[src/logic/tccs_defs.svh]
// register indices, field positions, reset values and widths of the capture/compare block
`ifndef TCCS_DEFS_SVH
`define TCCS_DEFS_SVH

// register indices; byte address is four times the index
`define TCCS_IDX_MODE      10'h120
`define TCCS_IDX_CTRL1     10'h121
`define TCCS_IDX_IRQ_EN    10'h122
`define TCCS_IDX_STATUS    10'h123
`define TCCS_IDX_IO_AB     10'h124
`define TCCS_IDX_IO_CD     10'h125
`define TCCS_IDX_COUNTER   10'h126
`define TCCS_IDX_GR_A      10'h128
`define TCCS_IDX_GR_B      10'h12a
`define TCCS_IDX_GR_C      10'h12c
`define TCCS_IDX_GR_D      10'h12e

// flag vector positions, then the status register bit of the wrap flag
`define TCCS_FLAG_A        0
`define TCCS_FLAG_B        1
`define TCCS_FLAG_C        2
`define TCCS_FLAG_D        3
`define TCCS_FLAG_WRAP     4
`define TCCS_STATUS_WRAP   7

// mode register fields and the ctrl1 clear bit
`define TCCS_MODE_PWM_B    0
`define TCCS_MODE_PWM_C    1
`define TCCS_MODE_PWM_D    2
`define TCCS_MODE_PWM2_N   3
`define TCCS_MODE_BUF_C    4
`define TCCS_MODE_BUF_D    5
`define TCCS_MODE_START    7
`define TCCS_CTRL1_CLEAR   7

// io control fields
`define TCCS_IO_A_CAP      2
`define TCCS_IO_A_SRC      3
`define TCCS_IO_B_CAP      6
`define TCCS_IO_C_CAP      2
`define TCCS_IO_C_FUNC     3
`define TCCS_IO_D_CAP      6
`define TCCS_IO_D_FUNC     7

// reset values, bits that always read as one and the counter maximum
`define TCCS_RST_MODE      8'h48
`define TCCS_RST_IO_AB     8'h00
`define TCCS_RST_IO_CD     8'h88
`define TCCS_RST_IRQ_EN    8'h00
`define TCCS_RST_CTRL1     8'h00
`define TCCS_RST_COUNTER   16'h0000
`define TCCS_RST_GR        16'hffff
`define TCCS_ONES_STATUS   8'h70
`define TCCS_ONES_IO_AB    8'h80
`define TCCS_ONES_MODE     8'h40
`define TCCS_ONES_IRQ_EN   8'h70
`define TCCS_CNT_MAX       16'hffff

`endif

[src/logic/tccs_pkg.sv]
// types shared by the capture/compare block
package tccs_pkg;

   typedef struct packed {
      logic        psel;
      logic        penable;
      logic        pwrite;
      logic [11:0] paddr;
      logic [31:0] pwdata;
   } tccs_apb_req_t;

   typedef struct packed {
      logic [31:0] prdata;
      logic        pready;
      logic        pslverr;
   } tccs_apb_rsp_t;

   typedef struct packed {
      logic [4:0]       sync1;
      logic [4:0]       sync2;
      logic [4:0]       prev;
      logic [4:0]       flag;
      logic [4:0]       arm;
      logic [7:0]       mode;
      logic [7:0]       ctrl1;
      logic [7:0]       irq_en;
      logic [7:0]       io_ab;
      logic [7:0]       io_cd;
      logic [15:0]      cnt;
      logic [3:0][15:0] gr;
      logic [3:0]       pout;
      logic [31:0]      rdata;
   } tccs_state_t;

endpackage

[src/logic/tccs_top.sv]
// timer capture/compare channels, flags, counter and general registers behind apb
//
// Function
// - a flag clears only on a 0 write after it read as 1.
// - writing 0 to a flag that read 0 leaves it, later sets survive.
// - writing 1 to a flag bit leaves the flag, but any status write cancels the earlier read.
// - capture channels set their flag on the pin edge chosen by low bits, c and d only while not buffering.
// - compare, pwm and pwm2 channels set their flag on counter equal register.
// - channels c and d flag matches also while buffering a and b.
// - 16-bit counter ticks once per count tick, readable and writable.
// - counter overflow sets the wrap flag in status bit 7.
// - status bits 4 to 6 read as one.
// - channel mode bit selects compare when 0, capture when 1.
// - channel a capture source: slow oscillator when 0, pin when 1, capture only.
// - channel c function bit 0 makes register c drive pin a output.
// - channel d function bit 0 makes register d drive pin b output.
// - io control registers only act in timer mode, ignored in pwm modes.
// - each flag raises its interrupt request only while enabled.
// - clear select 1 clears counter on channel a capture or match.
//
// The APB slave port was decided locally.
`timescale 1ns/10ps
`include "tccs_defs.svh"

module tccs_top (
   // clock and reset
   input  wire logic                  clk_sys,
   input  wire logic                  rst_b,
   // register bus
   input  wire tccs_pkg::tccs_apb_req_t apb_req,
   output tccs_pkg::tccs_apb_rsp_t    apb_rsp,
   // count source, one-cycle enable
   input  wire logic                  count_tick,
   // channel pins and slow oscillator signal
   input  wire logic                  chan_a_pin,
   input  wire logic                  chan_b_pin,
   input  wire logic                  chan_c_pin,
   input  wire logic                  chan_d_pin,
   input  wire logic                  slow_osc_div_signal,
   output logic [3:0]                 chan_pin_out,
   output logic [3:0]                 chan_pin_oe_b,
   // interrupt requests, order a b c d wrap
   output logic [4:0]                 irq_req
);

   tccs_pkg::tccs_state_t s_q;
   tccs_pkg::tccs_state_t s_d;

   // edge chosen by two low control bits: 00 rising, 01 falling, 1x both
   function automatic logic edge_hit(input logic [1:0] sel, input logic cur, input logic old);
      logic rise;
      logic fall;
      rise = cur & ~old;
      fall = ~cur & old;
      case (sel)
         2'h0:    edge_hit = rise;
         2'h1:    edge_hit = fall;
         default: edge_hit = rise | fall;
      endcase
   endfunction

   // pin action on compare: 00 none, 01 low, 10 high, 11 toggle
   function automatic logic pin_act(input logic [1:0] sel, input logic cur);
      case (sel)
         2'h0:    pin_act = cur;
         2'h1:    pin_act = 1'b0;
         2'h2:    pin_act = 1'b1;
         default: pin_act = ~cur;
      endcase
   endfunction

   logic        pwm2_mode;
   logic [3:0]  timer_mode;
   logic [3:0]  capture_mode;
   logic [3:0]  cap_edge;
   logic [3:0]  match;
   logic [3:0]  cap_ev;
   logic [1:0]  buf_on;
   logic        bus_acc;
   logic        bus_wr;
   logic        bus_rd;
   logic [9:0]  idx;
   logic        mapped;
   logic [7:0]  status_view;
   logic [31:0] rd_mux;
   logic [4:0]  flag_set;
   logic        wrap;
   logic        clr_cnt;
   logic [3:0][1:0] edge_sel;
   logic [3:0]  cap_src;

   assign pwm2_mode = ~s_q.mode[`TCCS_MODE_PWM2_N];
   assign buf_on    = {s_q.mode[`TCCS_MODE_BUF_D], s_q.mode[`TCCS_MODE_BUF_C]};

   // io control only counts in timer mode of each channel
   assign timer_mode[0] = ~pwm2_mode & ~|s_q.mode[2:0];
   assign timer_mode[1] = ~pwm2_mode & ~s_q.mode[`TCCS_MODE_PWM_B];
   assign timer_mode[2] = ~pwm2_mode & ~s_q.mode[`TCCS_MODE_PWM_C];
   assign timer_mode[3] = ~pwm2_mode & ~s_q.mode[`TCCS_MODE_PWM_D];

   // mode bit 1 selects capture
   assign capture_mode[0] = timer_mode[0] & s_q.io_ab[`TCCS_IO_A_CAP];
   assign capture_mode[1] = timer_mode[1] & s_q.io_ab[`TCCS_IO_B_CAP];
   assign capture_mode[2] = timer_mode[2] & s_q.io_cd[`TCCS_IO_C_CAP];
   assign capture_mode[3] = timer_mode[3] & s_q.io_cd[`TCCS_IO_D_CAP];

   assign edge_sel[0] = s_q.io_ab[1:0];
   assign edge_sel[1] = s_q.io_ab[5:4];
   assign edge_sel[2] = s_q.io_cd[1:0];
   assign edge_sel[3] = s_q.io_cd[5:4];

   // sync index 4 is the slow oscillator; source bit only matters in capture
   assign cap_src[0] = s_q.io_ab[`TCCS_IO_A_SRC];
   assign cap_src[3:1] = 3'h7;

   genvar g;
   generate
      for (g = 0; g < 4; g++) begin : g_chan
         logic cur;
         logic old;
         assign cur = cap_src[g] ? s_q.sync2[g] : s_q.sync2[4];
         assign old = cap_src[g] ? s_q.prev[g]  : s_q.prev[4];
         assign cap_edge[g] = edge_hit(edge_sel[g], cur, old);
         // a buffering c or d register follows channel a or b, not its own pin
         if (g >= 2) begin : g_buf
            assign cap_ev[g] = capture_mode[g] & ~buf_on[g-2] & cap_edge[g];
         end else begin : g_gen
            assign cap_ev[g] = capture_mode[g] & cap_edge[g];
         end
         // compares in timer compare, pwm and pwm2, and while buffering
         assign match[g] = ~capture_mode[g] & count_tick & s_q.mode[`TCCS_MODE_START]
                           & (s_q.cnt == s_q.gr[g]);
      end
   endgenerate

   assign wrap     = count_tick & s_q.mode[`TCCS_MODE_START] & (s_q.cnt == `TCCS_CNT_MAX);
   assign flag_set = {wrap, cap_ev | match};
   assign clr_cnt  = s_q.ctrl1[`TCCS_CTRL1_CLEAR] & (cap_ev[0] | match[0]);

   // bus decode; zero wait states, read data latched in the setup cycle
   assign bus_acc = apb_req.psel & apb_req.penable;
   assign bus_wr  = bus_acc & apb_req.pwrite & mapped;
   assign bus_rd  = bus_acc & ~apb_req.pwrite & mapped;
   assign idx     = apb_req.paddr[11:2];

   assign status_view = {s_q.flag[`TCCS_FLAG_WRAP], 3'h0, s_q.flag[3:0]} | `TCCS_ONES_STATUS;

   always_comb begin
      mapped = 1'b1;
      rd_mux = 32'h0000_0000;
      case (idx)
         `TCCS_IDX_MODE:    rd_mux[7:0] = s_q.mode | `TCCS_ONES_MODE;
         `TCCS_IDX_CTRL1:   rd_mux[7:0] = s_q.ctrl1;
         `TCCS_IDX_IRQ_EN:  rd_mux[7:0] = s_q.irq_en | `TCCS_ONES_IRQ_EN;
         `TCCS_IDX_STATUS:  rd_mux[7:0] = status_view;
         `TCCS_IDX_IO_AB:   rd_mux[7:0] = s_q.io_ab | `TCCS_ONES_IO_AB;
         `TCCS_IDX_IO_CD:   rd_mux[7:0] = s_q.io_cd;
         `TCCS_IDX_COUNTER: rd_mux[15:0] = s_q.cnt;
         `TCCS_IDX_GR_A:    rd_mux[15:0] = s_q.gr[0];
         `TCCS_IDX_GR_B:    rd_mux[15:0] = s_q.gr[1];
         `TCCS_IDX_GR_C:    rd_mux[15:0] = s_q.gr[2];
         `TCCS_IDX_GR_D:    rd_mux[15:0] = s_q.gr[3];
         default:           mapped = 1'b0;
      endcase
   end

   always_comb begin
      logic [4:0] wr_zero;
      logic       fsel;
      wr_zero = 5'h00;
      fsel    = 1'b0;
      s_d = s_q;

      // pins and oscillator pass two flops before any logic looks at them
      s_d.sync1 = {slow_osc_div_signal, chan_d_pin, chan_c_pin, chan_b_pin, chan_a_pin};
      s_d.sync2 = s_q.sync1;
      s_d.prev  = s_q.sync2;

      if (apb_req.psel & ~apb_req.penable) begin
         s_d.rdata = rd_mux;
      end

      // counter: software write wins over counting
      if (clr_cnt) begin
         s_d.cnt = 16'h0000;
      end else if (count_tick & s_q.mode[`TCCS_MODE_START]) begin
         s_d.cnt = s_q.cnt + 16'h0001;
      end

      // general register updates from capture and buffer transfers
      for (int j = 0; j < 2; j++) begin
         if (cap_ev[j]) begin
            s_d.gr[j] = s_q.cnt;
            if (buf_on[j]) begin
               s_d.gr[j+2] = s_q.gr[j];
            end
         end else if (match[j] & buf_on[j]) begin
            s_d.gr[j] = s_q.gr[j+2];
         end
      end
      for (int j = 2; j < 4; j++) begin
         if (cap_ev[j]) begin
            s_d.gr[j] = s_q.cnt;
         end
      end

      // compare outputs: a/b own match, or c/d driving them
      for (int j = 0; j < 2; j++) begin
         fsel = (j == 0) ? s_q.io_cd[`TCCS_IO_C_FUNC] : s_q.io_cd[`TCCS_IO_D_FUNC];
         if (timer_mode[j] & ~capture_mode[j] & match[j]) begin
            s_d.pout[j] = pin_act(edge_sel[j], s_d.pout[j]);
         end
         if (~fsel & timer_mode[j+2] & ~capture_mode[j+2] & match[j+2]) begin
            s_d.pout[j] = pin_act(edge_sel[j+2], s_d.pout[j]);
         end
         if (fsel & ~buf_on[j] & timer_mode[j+2] & ~capture_mode[j+2] & match[j+2]) begin
            s_d.pout[j+2] = pin_act(edge_sel[j+2], s_q.pout[j+2]);
         end
      end

      if (bus_wr) begin
         case (idx)
            `TCCS_IDX_MODE:    s_d.mode   = apb_req.pwdata[7:0] & ~`TCCS_ONES_MODE;
            `TCCS_IDX_CTRL1:   s_d.ctrl1  = apb_req.pwdata[7:0];
            `TCCS_IDX_IRQ_EN:  s_d.irq_en = apb_req.pwdata[7:0] & ~`TCCS_ONES_IRQ_EN;
            `TCCS_IDX_STATUS:  wr_zero = ~{apb_req.pwdata[`TCCS_STATUS_WRAP],
                                           apb_req.pwdata[3:0]};
            `TCCS_IDX_IO_AB:   s_d.io_ab  = apb_req.pwdata[7:0] & ~`TCCS_ONES_IO_AB;
            `TCCS_IDX_IO_CD:   s_d.io_cd  = apb_req.pwdata[7:0];
            `TCCS_IDX_COUNTER: s_d.cnt    = apb_req.pwdata[15:0];
            `TCCS_IDX_GR_A:    s_d.gr[0]  = apb_req.pwdata[15:0];
            `TCCS_IDX_GR_B:    s_d.gr[1]  = apb_req.pwdata[15:0];
            `TCCS_IDX_GR_C:    s_d.gr[2]  = apb_req.pwdata[15:0];
            `TCCS_IDX_GR_D:    s_d.gr[3]  = apb_req.pwdata[15:0];
            default:           s_d.mode   = s_q.mode;
         endcase
      end

      // only bits that read 1 may be cleared by a 0 write, a new event wins
      s_d.flag = (s_q.flag & ~(wr_zero & s_q.arm)) | flag_set;
      if (bus_rd & (idx == `TCCS_IDX_STATUS)) begin
         s_d.arm = {s_q.rdata[`TCCS_STATUS_WRAP], s_q.rdata[3:0]};
      end else if (bus_wr & (idx == `TCCS_IDX_STATUS)) begin
         s_d.arm = 5'h00;
      end
   end

   always_ff @(posedge clk_sys) begin
      if (!rst_b) begin
         s_q        <= '0;
         s_q.mode   <= `TCCS_RST_MODE & ~`TCCS_ONES_MODE;
         s_q.ctrl1  <= `TCCS_RST_CTRL1;
         s_q.irq_en <= `TCCS_RST_IRQ_EN;
         s_q.io_ab  <= `TCCS_RST_IO_AB;
         s_q.io_cd  <= `TCCS_RST_IO_CD;
         s_q.cnt    <= `TCCS_RST_COUNTER;
         s_q.gr     <= {4{`TCCS_RST_GR}};
      end else begin
         s_q <= s_d;
      end
   end

   assign apb_rsp.prdata  = s_q.rdata;
   assign apb_rsp.pready  = 1'b1;
   assign apb_rsp.pslverr = bus_acc & ~mapped;

   // requests follow the sticky flags, gated by enables
   assign irq_req = s_q.flag & {s_q.irq_en[7], s_q.irq_en[3:0]};

   assign chan_pin_out = s_q.pout;
   // a pin is driven only while its channel compares in timer mode
   assign chan_pin_oe_b[0] = ~(timer_mode[0] & ~capture_mode[0]);
   assign chan_pin_oe_b[1] = ~(timer_mode[1] & ~capture_mode[1]);
   assign chan_pin_oe_b[2] = ~(timer_mode[2] & ~capture_mode[2]
                               & s_q.io_cd[`TCCS_IO_C_FUNC] & ~buf_on[0]);
   assign chan_pin_oe_b[3] = ~(timer_mode[3] & ~capture_mode[3]
                               & s_q.io_cd[`TCCS_IO_D_FUNC] & ~buf_on[1]);

endmodule // tccs_top

[config.mk]
export PLATFORM = sky130hd
export DESIGN_NAME = tccs_top
export DESIGN_NICKNAME = d
export VERILOG_FILES = /design/src/logic/tccs_pkg.sv /design/src/logic/tccs_top.sv
export VERILOG_INCLUDE_DIRS = /design/src /design/src/logic
export SDC_FILE = /design/constraint.sdc
export NUM_CORES = 1
export LEC_CHECK = 0
export ABC_AREA = 1
export BUFFER_PORTS_ARGS = -buffer_cell sky130_fd_sc_hd__buf_2
export CORE_ASPECT_RATIO = 1.4
export CORE_UTILIZATION = 39
export DETAILED_ROUTE_END_ITERATION = 12
export RECOVER_POWER = 100
export REMOVE_ABC_BUFFERS = 1
export SLEW_MARGIN = 20
export SYNTH_ARGS = -nofsm -noshare
export SYNTH_HDL_FRONTEND = slang
export SYNTH_SLANG_ARGS = --single-unit
[constraint.sdc]
create_clock -name clk_sys -period 2.3 [get_ports clk_sys]
set_input_delay 0.23 -clock clk_sys [delete_from_list [all_inputs] [get_ports clk_sys]]
set_output_delay 0.23 -clock clk_sys [all_outputs]
set_load 0.005 [all_outputs]
==> PnR_summary.wiki <==
{| class="wikitable"
! Metric !! Value
|-
| Internal reg-to-reg setup slack || around 140 ps
|-
| Ratio of cells with drive above 1 in the final layout || 0.1049
|-
| Worst setup path startpoint || apb_req[35]
|-
| Time the final worst path needs with I/O delays and setup || between 2000 and 2500 ps
|-
| Data required time at the worst endpoint || between 2000 and 3000 ps
|-
| Peak fanout along the critical path || 16
|-
| Post-route clock skew || between 10 and 15 ps
|-
| Chip Width || between 100 and 150 um
|-
| Most frequent cell after synthesis || sky130_fd_sc_hd__nand2_1
|-
| Busiest layer in global routing || met2
|-
| Count of fill cells added during filler insertion || 3320
|-
| Routed Antenna Nets || 0
|-
| Number of buffers added on ports || 66
|-
| Kind of critical path || in -> reg
|-
| Final hold violations || 0
|-
| Tightest Pin Transition || 879.1 ps
|-
| Count of synthesis-stage warnings from yosys || 0
|-
| Critical path startpoint category || input pin
|-
| Total core area || between 20000 and 30000 um^2
|-
| Share of flip-flops with an asynchronous set or reset after synthesis || 0
|-
| Worst min-delay path class || in -> reg
|-
| Unrepaired setup endpoints after global routing || false
|-
| Placer's final routability congestion estimate || ~1
|-
| Post-detailed-route DRC marker count || 2
|-
| Synth Area per Inst || around 5.8 um^2
|-
| First-pass GRT wire length || roughly 73 mm
|-
| Effective utilization at floorplan || 0.3956
|-
| Data arrival time of the worst path || 2590 ps
|-
| First-pass DRT Iterations || 12
|-
| Clk_lat worst skew || roughly 460 ps
|-
| Met2 GRT Util || 0.5410
|-
| Maximum clock rate || roughly 0.45 GHz
|-
| Final nets || ~2200
|-
| Top cells by count, synth || sky130_fd_sc_hd__nand2_1 (728), sky130_fd_sc_hd__inv_1 (281), sky130_fd_sc_hd__nor2_1 (193)
|-
| Clk sink count || between 150 and 200
|-
| Number of placed instances with taps included || between 2000 and 2500
|-
| Hpwl dp || 35.41 mm
|-
| P_leak || between 7 and 8 nW
|-
| Antenna violations before repair || 0
|-
| Die ar. || just over 30000 um^2
|-
| Top FF cell, synth || sky130_fd_sc_hd__dfxtp_1
|-
| H-tree depth || 4
|-
| Final number of max-transition violations || 0
|-
| Max_cap viols || 0
|-
| CTS root buf || sky130_fd_sc_hd__clkbuf_16
|-
| Non-Filler Instances || roughly 2500
|-
| Unique cell type count in the Yosys netlist || 42
|-
| Final setup viols || 0
|-
| Power after layout || about 6.2 mW
|-
| Main area contributors after synthesis || sky130_fd_sc_hd__dfxtp_1 (27%), sky130_fd_sc_hd__nand2_1 (23%), sky130_fd_sc_hd__inv_1 (8.9%), sky130_fd_sc_hd__nand4_1 (6.3%), sky130_fd_sc_hd__nor2_1 (6.1%)
|-
| Vias in the first global route || ~12000
|-
| Count of standard-cell rows || 75
|-
| Worst reg2reg path depth || 12
|-
| Areal power density over the cells || 461.0 nW/um^2
|-
| Met1 GRT Util || 0.3591
|-
| Pin count of the biggest net entering global routing || 75
|-
| Number of synthesized flops with an enable pin || 0
|-
| Number of instances in the synthesized netlist || between 2000 and 2500
|-
| Synth-to-layout area growth || 13.40%
|-
| Relative max-transition margin || 0.4139
|-
| Grt met3 use || 0.03824
|-
| Total length of routed wires || 48.32 mm
|-
| Count of boundary I/O pins || about 100
|-
| Proportion of netlist area held by the largest area contributor || 0.2714
|-
| Reg-to-reg critical path startpoint || s_q[105]$_SDFF_PN0_
|-
| Cell area after synthesis || approximately 12000 um^2
|-
| Portion of the post-synthesis area used by sequential elements || 0.2714
|-
| Result of the run || finished with violations
|-
| End of the critical path || s_q[147]$_SDFFE_PN0P_
|-
| Antenna diode count || 0
|-
| Inserted Clock Buffers || 17
|-
| Final critical-path share of the clock period || 0.9560
|-
| All-layer global routing usage || 0.3175
|-
| CTS clock-pin slew for the worst setup and hold paths || about 70 ps
|-
| TritonCTS clock tree || built
|-
| Kind of capture point of the worst setup path || flop
|-
| Flop and latch count out of synthesis || between 150 and 200
|-
| Peak supply drop || 492.3 uV
|-
| Wire length per cell || between 15 and 20 um
|-
| Clock buffer depth || 2
|-
| Worst r2r dst || s_q[162]$_SDFF_PN0_
|-
| Cell accounting for the most synthesized area || sky130_fd_sc_hd__dfxtp_1
|-
| Average via count per standard cell || approximately 5.4
|-
| DR vias || around 13000
|-
| Overflow after GRT || 0
|-
| Die Y || between 200 and 250 um
|-
| Number of DRC markers after the initial detailed-route iteration || 1087
|-
| Failing checks || DRC
|}
[flip-flops by register name, summed over array words and instances, names as in the netlist]
name	count
buf_on	2
chan_pin_out	4
g_chan.cur	3
edge_sel	8
s_d	7
cap_src	1
apb_rsp	16
g_chan.old	3
s_q	116
[where the power goes]
group	switching, mW	internal, mW
Clock	1.33	1.68
Combinational	0.269	0.0961
Sequential	0.00881	2.79
[critical path, cell delays in order]
cell,delay [ps]
sky130_fd_sc_hd__clkbuf_1,220
sky130_fd_sc_hd__nand2_1,160
sky130_fd_sc_hd__nor2_1,380
sky130_fd_sc_hd__nand3_1,190
sky130_fd_sc_hd__nand4_4,230
sky130_fd_sc_hd__buf_4,210
sky130_fd_sc_hd__nand4_1,520
sky130_fd_sc_hd__nand2_1,240
sky130_fd_sc_hd__nand2_1,70
sky130_fd_sc_hd__nor2_1,130
[stage by stage]
step	utilization	cell area [um^2]	hold WS, ps	setup TNS (ps)	setup WS, ps
after floorplan	-	11130	314.1	-118780	-1206
after global placement	0.4285	12790	392.0	0	114.9
after detailed placement	0.4285	12790	398.4	0	47.77
after CTS	0.4504	13440	72.39	0	46.50
after global routing	0.4486	13390	98.52	0	16.63
final	0.4486	13390	92.46	0	101.2
[cell families after synthesis]
kind of cell / Yosys count / synth area share
DFF: 160 / 0.2714
buffers and inverters: 441 / 0.1584
xor gates and xnor gates: 30 / 0.02226
adders and majority gates: 15 / 0.01590
other: 2 / 0.0006362
and+or+nand+nor: 1214 / 0.4432
AOI/OAI and AO/OA: 186 / 0.08830
[area by class of cell]
| cell class | instances | area [um^2] | share of cell area |
|---|---|---|---|
| inverter | 304 | 1145 | 0.08553 |
| sequential | 160 | 3206 | 0.2395 |
| timing repair buffer | 168 | 1171 | 0.08749 |
| clock inverter | 13 | 150.1 | 0.01122 |
| tap | 385 | 481.7 | 0.03599 |
| clock buffer | 19 | 452.9 | 0.03384 |
| multi-input combinational | 1462 | 6779 | 0.5065 |
[layout by cell type, fill, tap and decap left out, types with 3 or more instances in the layout]
cell and n:
sky130_fd_sc_hd__buf_4 74, sky130_fd_sc_hd__inv_2 12, sky130_fd_sc_hd__clkinv_4 3, sky130_fd_sc_hd__buf_2 55, sky130_fd_sc_hd__a21oi_1 59, sky130_fd_sc_hd__buf_6 4, sky130_fd_sc_hd__xnor2_1 17, sky130_fd_sc_hd__inv_1 282
sky130_fd_sc_hd__clkbuf_2 9, sky130_fd_sc_hd__xor2_1 13, sky130_fd_sc_hd__nor3_1 7, sky130_fd_sc_hd__nand2_2 4, sky130_fd_sc_hd__nand4_1 120, sky130_fd_sc_hd__conb_1 17, sky130_fd_sc_hd__o21ai_1 8, sky130_fd_sc_hd__dfxtp_1 158
sky130_fd_sc_hd__nor3_2 3, sky130_fd_sc_hd__dlygate4sd3_1 5, sky130_fd_sc_hd__buf_12 7, sky130_fd_sc_hd__nor2_1 195, sky130_fd_sc_hd__or2_2 3, sky130_fd_sc_hd__clkbuf_1 12, sky130_fd_sc_hd__nor2_4 4, sky130_fd_sc_hd__clkbuf_16 17
sky130_fd_sc_hd__o21ai_0 60, sky130_fd_sc_hd__o221ai_1 3, sky130_fd_sc_hd__o211ai_1 21, sky130_fd_sc_hd__a31oi_1 11, sky130_fd_sc_hd__ha_1 15, sky130_fd_sc_hd__clkinv_1 9, sky130_fd_sc_hd__nand2_1 727, sky130_fd_sc_hd__o22ai_1 22
sky130_fd_sc_hd__inv_6 4, sky130_fd_sc_hd__nand3_1 136
[how the worst min path moves through the flow]
stage	cells after the start	slack, ps	endpoint	from
2_1_floorplan	1	310	s_q[68]$_SDFF_PN1_	rst_b
3_3_place_gp	2	390	g_chan[3].cur$_SDFF_PN0_	s_d[174]$_SDFF_PN0_
3_5_place_dp	2	400	s_d[166]$_SDFF_PN0_	s_d[171]$_SDFF_PN0_
4_1_cts	3	70	s_q[95]$_SDFF_PN1_	apb_req[11]
5_1_grt	3	100	s_q[95]$_SDFF_PN1_	apb_req[11]
6_report	3	90	s_q[95]$_SDFF_PN1_	apb_req[11]
[what timing repair did]
| action | 4_1_cts | 5_1_grt |
|---|---|---|
| endpoints found under the setup margin | 0 | 50 |
| hold buffers | 5 | 0 |
| resized for setup | 0 | 18 |
| setup buffers | 0 | 1 |
| endpoints found under the hold margin | 5 | 0 |
[layer usage]
layer  share of wire  wire [um]
met2            0.48      23410
met4           0.081       3890
met1            0.37      17840
met5               0          0
met3           0.066       3178
Note: power is estimated with default switching activity, not from simulation.
